File: src/inc/fpx_pkg.sv
package fpx_pkg;

  // ************************************************************
  // register port
  // ************************************************************
  localparam int ADDR_W = 4;
  localparam logic [ADDR_W-1:0] STATUS_OFS = 4'h0;
  localparam logic [31:0] STATUS_RESET = 32'h00040001;
  localparam logic [31:0] STATUS_WMASK = 32'h003FFFFF;

  // ************************************************************
  // status/control field positions
  // ************************************************************
  localparam int ROUND_LSB = 0;
  localparam int FLAG_LSB = 2;
  localparam int EN_LSB = 7;
  localparam int CAUSE_LSB = 12;
  localparam int FLUSH_POS = 18;
  localparam int DOUBLE_POS = 19;
  localparam int SIZE_POS = 20;
  localparam int BANK_POS = 21;

  // exception bit order inside cause, enable and flag
  localparam int EXC_I = 0;
  localparam int EXC_U = 1;
  localparam int EXC_O = 2;
  localparam int EXC_Z = 3;
  localparam int EXC_V = 4;
  localparam int EXC_E = 5;

  localparam logic [1:0] ROUND_NEAREST = 2'h0;
  localparam logic [1:0] ROUND_TOWARD_ZERO = 2'h1;

  // ************************************************************
  // timing and single-precision constants
  // ************************************************************
  localparam logic [1:0] LOAD_CYCLES = 2'h3;
  localparam logic signed [9:0] EXP_INF = 10'sh0FF;
  localparam logic signed [9:0] EXP_ONE = 10'sh001;
  localparam logic [9:0] SHIFT_MAX = 10'h01A;
  localparam logic [30:0] MAG_INF = 31'h7F800000;
  localparam logic [30:0] MAG_MAXNORM = 31'h7F7FFFFF;
  localparam logic [31:0] QNAN = 32'h7FFFFFFF;

  typedef enum logic [2:0] {
    OP_ARITH,
    OP_DIVIDE,
    OP_DOT,
    OP_MATRIX,
    OP_BANK_FLIP,
    OP_SIZE_FLIP,
    OP_MOVE
  } fpx_op_t;

  typedef struct packed {
    logic [1:0] roundSel;
    logic [4:0] flag;
    logic [4:0] en;
    logic [5:0] cause;
    logic flushMode;
    logic doubleMode;
    logic sizeMode;
    logic bankMode;
    logic [1:0] loadCnt;
    logic [31:0] loadData;
    logic busy;
    logic [31:0] rdata;
    logic [31:0] result;
    logic resWrite;
    logic fpuTrap;
    logic illegalTrap;
    logic moveReq;
    logic movePair;
    logic [31:0] operand;
  } fpx_state_t;

endpackage

File: src/logic/fpx_core.sv
module fpx_core
  import fpx_pkg::*;
(
  // clock and reset
  input wire logic clk,
  input wire logic sys_rst,
  // register port
  input wire logic [fpx_pkg::ADDR_W-1:0] regAddr,
  input wire logic [31:0] regWdata,
  input wire logic regWr,
  input wire logic regRd,
  output logic [31:0] regRdata,
  // instruction issue from the core
  input wire logic issueValid,
  input wire fpx_pkg::fpx_op_t issueOp,
  input wire logic fpuOffBit,
  input wire logic [31:0] operandIn,
  input wire logic invalidIn,
  input wire logic divZeroIn,
  input wire logic mayOverflow,
  input wire logic mayUnderflow,
  input wire logic mayInexact,
  // unrounded value: biased exponent, 1.23 mantissa, round bit, sticky bit
  input wire logic unrSign,
  input wire logic signed [9:0] unrExp,
  input wire logic [25:0] unrMant,
  // results to the core
  output logic [31:0] resData,
  output logic resWrite,
  output logic fpuTrap,
  output logic illegalTrap,
  output logic loadBusy,
  output logic [31:0] operandOut,
  output logic moveReq,
  output logic movePair,
  output logic bankSel,
  output logic sizeBit
);
  import fpx_pkg::*;

  fpx_state_t st_ff;
  fpx_state_t nxt_st;

  logic go;
  logic isMath;
  logic [31:0] statusWord;
  logic denormIn;
  logic tiny;
  logic [9:0] shAmt;
  logic signed [10:0] shDiff;
  logic [51:0] ext;
  logic [25:0] mAdj;
  logic stk;
  logic inx;
  logic inc;
  logic [7:0] expF;
  logic [31:0] sum;
  logic zeroIn;
  logic ovf;
  logic unf;
  logic [31:0] rounded;
  logic [5:0] cause;
  logic trap;

  // ************************************************************
  // rounding datapath
  // ************************************************************
  always_comb begin
    zeroIn = !unrMant[25];
    tiny = unrExp < EXP_ONE;
    shDiff = 11'(EXP_ONE) - 11'(unrExp);
    // deep underflow collapses into the sticky bit
    if (!tiny) begin
      shAmt = 10'h000;
    end else if (shDiff > 11'(SHIFT_MAX)) begin
      shAmt = SHIFT_MAX;
    end else begin
      shAmt = shDiff[9:0];
    end
    ext = {unrMant, 26'h0} >> shAmt;
    mAdj = ext[51:26];
    stk = (|ext[25:0]) | mAdj[0];
    inx = !zeroIn && (mAdj[1] || stk);
    // nearest: up when above half, or at half with odd lsb
    inc = (st_ff.roundSel == ROUND_NEAREST) && mAdj[1] && (stk || mAdj[2]);
    // toward zero never increments, so only dropping digits remains
    expF = tiny ? 8'h00 : unrExp[7:0];
    // a carry out of the fraction walks into the exponent
    sum = {1'b0, expF, mAdj[24:2]} + {31'h0, inc};
    ovf = !zeroIn && ((unrExp >= EXP_INF) || (sum[30:23] == 8'hFF));
    unf = !zeroIn && tiny && inx;
    if (zeroIn) begin
      rounded = {unrSign, 31'h0};
    end else if (ovf && st_ff.roundSel == ROUND_NEAREST) begin
      rounded = {unrSign, MAG_INF};
    end else if (ovf) begin
      rounded = {unrSign, MAG_MAXNORM};
    end else if (unf && st_ff.flushMode) begin
      rounded = {unrSign, 31'h0};
    end else begin
      rounded = {unrSign, sum[30:0]};
    end
  end

  // ************************************************************
  // exception sources and trap decision
  // ************************************************************
  always_comb begin
    go = issueValid && !st_ff.busy;
    isMath = issueOp inside {OP_ARITH, OP_DIVIDE, OP_DOT, OP_MATRIX};
    denormIn = (operandIn[30:23] == 8'h00) && (|operandIn[22:0]);
    cause = 6'h00;
    cause[EXC_E] = denormIn && !st_ff.flushMode;
    cause[EXC_V] = invalidIn;
    cause[EXC_Z] = divZeroIn && issueOp == OP_DIVIDE;
    cause[EXC_O] = ovf;
    cause[EXC_U] = unf;
    // approximate geometry never claims an exact result
    cause[EXC_I] = inx || ovf || unf || issueOp inside {OP_DOT, OP_MATRIX};
    // matrix transform cannot pre-check every element, so V enable alone traps
    trap = cause[EXC_E]
      || (st_ff.en[EXC_V] && (issueOp == OP_MATRIX || invalidIn))
      || (st_ff.en[EXC_Z] && cause[EXC_Z])
      || (st_ff.en[EXC_O] && mayOverflow)
      || (st_ff.en[EXC_U] && mayUnderflow)
      || (st_ff.en[EXC_I] && (mayInexact || cause[EXC_I]));
    statusWord = {10'h000, st_ff.bankMode, st_ff.sizeMode, st_ff.doubleMode, st_ff.flushMode,
      st_ff.cause, st_ff.en, st_ff.flag, st_ff.roundSel};
  end

  // ************************************************************
  // next state
  // ************************************************************
  always_comb begin
    nxt_st = st_ff;
    nxt_st.rdata = 32'h0;
    nxt_st.resWrite = 1'b0;
    nxt_st.fpuTrap = 1'b0;
    nxt_st.illegalTrap = 1'b0;
    nxt_st.moveReq = 1'b0;
    // denormal passes on as signed zero when flushing
    nxt_st.operand = (st_ff.flushMode && denormIn) ? {operandIn[31], 31'h0} : operandIn;
    if (regRd && regAddr == STATUS_OFS) begin
      nxt_st.rdata = statusWord;
    end
    if (go && fpuOffBit) begin
      nxt_st.illegalTrap = 1'b1;
    end else if (go) begin
      unique case (issueOp)
        OP_ARITH, OP_DIVIDE, OP_DOT, OP_MATRIX: begin
          nxt_st.cause = cause;
          nxt_st.flag = st_ff.flag | cause[4:0];
          nxt_st.fpuTrap = trap;
          nxt_st.resWrite = !trap;
          if (invalidIn) begin
            nxt_st.result = QNAN;
          end else if (cause[EXC_Z]) begin
            nxt_st.result = {unrSign, MAG_INF};
          end else begin
            nxt_st.result = rounded;
          end
        end
        OP_BANK_FLIP: begin
          nxt_st.bankMode = !st_ff.bankMode;
        end
        OP_SIZE_FLIP: begin
          nxt_st.sizeMode = !st_ff.sizeMode;
        end
        OP_MOVE: begin
          nxt_st.moveReq = 1'b1;
          nxt_st.movePair = st_ff.sizeMode;
        end
      endcase
    end
    // full register load holds off issue while the unit settles
    if (st_ff.loadCnt == 2'h1) begin
      nxt_st.roundSel = st_ff.loadData[ROUND_LSB+:2];
      nxt_st.flag = st_ff.loadData[FLAG_LSB+:5];
      nxt_st.en = st_ff.loadData[EN_LSB+:5];
      nxt_st.cause = st_ff.loadData[CAUSE_LSB+:6];
      nxt_st.flushMode = st_ff.loadData[FLUSH_POS];
      nxt_st.doubleMode = st_ff.loadData[DOUBLE_POS];
      nxt_st.sizeMode = st_ff.loadData[SIZE_POS];
      nxt_st.bankMode = st_ff.loadData[BANK_POS];
    end
    if (st_ff.loadCnt != 2'h0) begin
      nxt_st.loadCnt = st_ff.loadCnt - 2'h1;
    end
    if (regWr && regAddr == STATUS_OFS) begin
      nxt_st.loadCnt = LOAD_CYCLES;
      nxt_st.loadData = regWdata & STATUS_WMASK;
    end
    nxt_st.busy = nxt_st.loadCnt != 2'h0;
  end

  always_ff @(posedge clk or posedge sys_rst) begin
    if (sys_rst) begin
      st_ff <= '{roundSel: STATUS_RESET[ROUND_LSB+:2], flushMode: STATUS_RESET[FLUSH_POS],
        default: '0};
    end else begin
      st_ff <= nxt_st;
    end
  end

  assign regRdata = st_ff.rdata;
  assign resData = st_ff.result;
  assign resWrite = st_ff.resWrite;
  assign fpuTrap = st_ff.fpuTrap;
  assign illegalTrap = st_ff.illegalTrap;
  assign loadBusy = st_ff.busy;
  assign operandOut = st_ff.operand;
  assign moveReq = st_ff.moveReq;
  assign movePair = st_ff.movePair;
  assign bankSel = st_ff.bankMode;
  assign sizeBit = st_ff.sizeMode;
endmodule // fpx_core

File: config.mk
export PLATFORM = sky130hd
export DESIGN_NAME = fpx_core
export DESIGN_NICKNAME = d
export VERILOG_FILES = /design/src/inc/fpx_pkg.sv /design/src/logic/fpx_core.sv
export SDC_FILE = /design/constraint.sdc
export NUM_CORES = 1
export LEC_CHECK = 0
export ABC_AREA = 1
export BUFFER_PORTS_ARGS = -buffer_cell sky130_fd_sc_hd__buf_2
export CORE_UTILIZATION = 40
export CTS_CLUSTER_SIZE = 25
export DETAILED_ROUTE_END_ITERATION = 16
export GPL_ROUTABILITY_DRIVEN = 0
export PLACE_DENSITY = 0.64
export SYNTH_ARGS = -nofsm -noshare
export SYNTH_HDL_FRONTEND = slang
export SYNTH_SLANG_ARGS = --single-unit
export TNS_END_PERCENT = 10
File: constraint.sdc
create_clock -name clk -period 5.75 [get_ports clk]
set_input_delay 0.575 -clock clk [delete_from_list [all_inputs] [get_ports clk]]
set_output_delay 0.575 -clock clk [all_outputs]
set_load 0.02 [all_outputs]
==> qor.txt <==
Vias/cell -> 5.00
Status -> complete, no violations
Skew final -> 0.0212 ns
Startpoint class of the critical path -> input pin
Multiplexer share of the synthesized area -> 0.0193
Per-cell routed wire length -> 14.7 um
Max Freq -> 191 MHz
Crit path required time -> 6.05 ns
Fin crit share -> 0.908
Die height -> 159 um
Synth Area in Simple Gates -> 0.390
Iter 0 DRT Violations -> 684
Die X-Extent -> 159 um
Non-filler instance count after layout -> 1855
DR pass1 iterations -> 5
Worst hold stages -> 1
Final setup violating endpoints -> 0
Pwr Total -> 3.03 mW
Hold_ws -> 0.271 ns
Crit path DAT -> 5.52 ns
Sink Count -> 138
Post-synth cell types -> 53
Final Hold Fails -> 0
Final core utilization -> 0.458
Final TNS setup -> 0 ns
Number of port buffers -> 202
Synthesis warning total -> 0
H-tree depth -> 4
# IOs -> 223
Starting Density -> 0.408
R2R depth -> 20
Critical Path Sink Type -> flop
Initial antenna violation count -> 0
Pin count of the biggest net entering global routing -> 87
Synth Flop Type -> dfrtp_1
Worst path max stage delay -> 0.26 ns
Placed Instances -> 1822
Die area -> 0.0254 sq mm
Area Growth Syn to Fin -> 12.3%
CTS tree -> yes
Row count -> 57
Synthesized instance count -> 1427
Reg2reg end -> resData[15]
Max_slew headroom -> 0.303
Critical path class -> in -> reg
Slowest CP cell -> nand3_2
Critical path peak fanout -> 28
HPWL Detailed -> 21.1 mm
Min cycle time layout -> 5.22 ns
Synth Cell Area -> 0.00992 sq mm
Reg2reg start -> st_ff[157]
Final setup margin -> 0.526 ns
Antenna viol nets, final -> 0
Adder-cell share of the synthesized area -> 0.00631
DR DRC count -> 0
Part of the Yosys area used for sequential elements -> 0.348
Via count -> 9283
Leakage power -> 5.80 nW
Final wirelength -> 27.2 mm
Worst setup path end -> resData[15]
Synth Area in Compound Gates -> 0.0650
Post-Synth XOR/XNOR Area -> 0.00177
Antenna cells -> 0
CTS root buf -> clkbuf_16
Gr ovfl total -> 0
Pre-CTS setup slack -> 0.00201 ns
Gr usage total -> 0.214
Layout cells sized above 1 -> 0.242
Async SR Flop Fraction -> 1.00
Max-slew violation count -> 0
Nets@finish -> 1642
RSZ-0062 raised after global routing -> false
Cts bufs inserted -> 17
Seq cells post-synth -> 138
Post-synth EDFFs -> 0
First-pass GRT wire length -> 43.4 mm
Vias in the first global route -> 8328
Core ar. -> 0.0243 sq mm
Power density cells -> 272 mW/mm^2
Worst-Margin Slew -> 1.04 ns
Clock buffer depth -> 2
Clock slew at reported path FFs -> 0.07 ns
Worst min path class -> in -> reg
Largest family of logic cells by synthesized area -> simple AND/OR/NAND/NOR gates
CP startpoint -> unrExp[2]
Setup Fix Bufs, Post-CTS -> 0
DP Area -> 0.0105 sq mm
Worst reg-to-reg setup slack -> 2.20 ns
Avg Synthesized Cell Area -> 6.95 sq um
Max VDD drop -> 204 uV
Max Cap Viol -> 0
Final instance area -> 0.0111 sq mm
Clk Latency, worst-skew pair -> 0.43 ns
[placed cells by master (no fill, tap or decap), drive strengths merged, types with 2 or more instances in the layout]
master	instances
clkinvlp	2
o31ai	2
conb	10
dfrtp	136
nand4	23
dfstp	2
a21oi	40
nand2	384
nor4	10
o211ai	3
o22ai	4
nor3	10
clkbuf	17
and3	2
mux2	17
nand3	234
o21ai	48
xor2	2
clkinv	7
a31oi	9
nand3b	5
inv	154
buf	227
a211oi	2
ha	5
o221ai	3
nor2	163
[routing by layer]
| metal | up-vias | global-route usage | routed length [um] |
|---|---|---|---|
| li1 | 4684 | - | - |
| met1 | 4217 | 0.313 | 13300 |
| met2 | 356 | 0.325 | 11900 |
| met3 | 26 | 0.0344 | 1580 |
| met4 | 0 | 0.0629 | 468 |
| met5 | - | 0 | 0 |
[cell usage after synthesis (5+ instances only)]
cell      number  area share
buf_2         19      0.0096
ha_1           5      0.0063
nand3_2       17       0.017
buf_6          5      0.0057
nor2_2        18       0.011
nand3_1      212        0.11
nand3b_1       5      0.0038
a21oi_1       39       0.020
nor2_1       140       0.053
nand2_1      361        0.14
inv_2         17      0.0064
inv_1        128       0.048
buf_4        108       0.082
o21ai_0       44       0.022
a31oi_1        9      0.0057
nand4_1       22       0.014
clkbuf_1      27       0.010
nor4_1        10      0.0063
nor3_1         9      0.0045
dfrtp_1      136        0.34
nand2_2       19       0.012
mux2_2        17       0.019
[timing repair]
| action | 4_1_cts | 5_1_grt |
|---|---|---|
| gates resized for setup | 0 | 3 |
| hold buffers | 0 | 0 |
| setup endpoints to repair | 0 | 27 |
[how the worst min path moves through the flow]
| stage | to | slack (ns) | startpoint |
|---|---|---|---|
| 2_1_floorplan | st_ff[134] | 0.44 | st_ff[134] |
| 3_3_place_gp | st_ff[134] | 0.46 | st_ff[134] |
| 3_5_place_dp | st_ff[134] | 0.46 | st_ff[134] |
| 4_1_cts | operandOut[31] | 0.25 | operandIn[31] |
| 5_1_grt | operandOut[31] | 0.25 | operandIn[31] |
| 6_report | operandOut[31] | 0.27 | operandIn[31] |
[sequential cells by signal (all words and copies together), names as in the netlist]
name / cells
bankSel: 1
fpuTrap: 1
illegalTrap: 1
loadBusy: 1
movePair: 1
moveReq: 1
operandOut: 32
regRdata: 22
resData: 32
resWrite: 1
sizeBit: 1
st_ff: 44
[power by group]
group          switching, mW  total, mW  internal, mW
Clock                  0.469       1.09         0.622
Sequential            0.0678       1.18          1.12
Combinational          0.506      0.757         0.252
Total                   1.04       3.03          1.99
[layout make-up]
cell class / count / area [sq um]
clock buffers: 17 / 425
clock inverters: 15 / 178
fillers: 2550 / 13200
inverters: 149 / 566
multi-input cells: 985 / 4850
flip-flops and latches: 138 / 3460
well taps: 324 / 405
repair buffers: 227 / 1250
[critical path: cells and delay by family]
| family | cells | cell delay [ns] |
|---|---|---|
| adders and majority gates | 3 | 0.51 |
| and+or+nand+nor | 32 | 3.71 |
| buffers and inverters | 6 | 0.57 |
| AOI/OAI and AO/OA | 2 | 0.15 |
[kinds of logic after synthesis]
| family | count (synthesis) |
|---|---|
| AO/OA/AOI/OAI | 116 |
| XOR/XNOR | 2 |
| adder cells (fa/ha/maj) | 5 |
| buffers and inverters | 314 |
| flip-flops | 138 |
| multiplexers | 17 |
| other | 1 |
| AND/OR/NAND/NOR | 834 |
No activity file was read; power rests on OpenSTA's default activity.
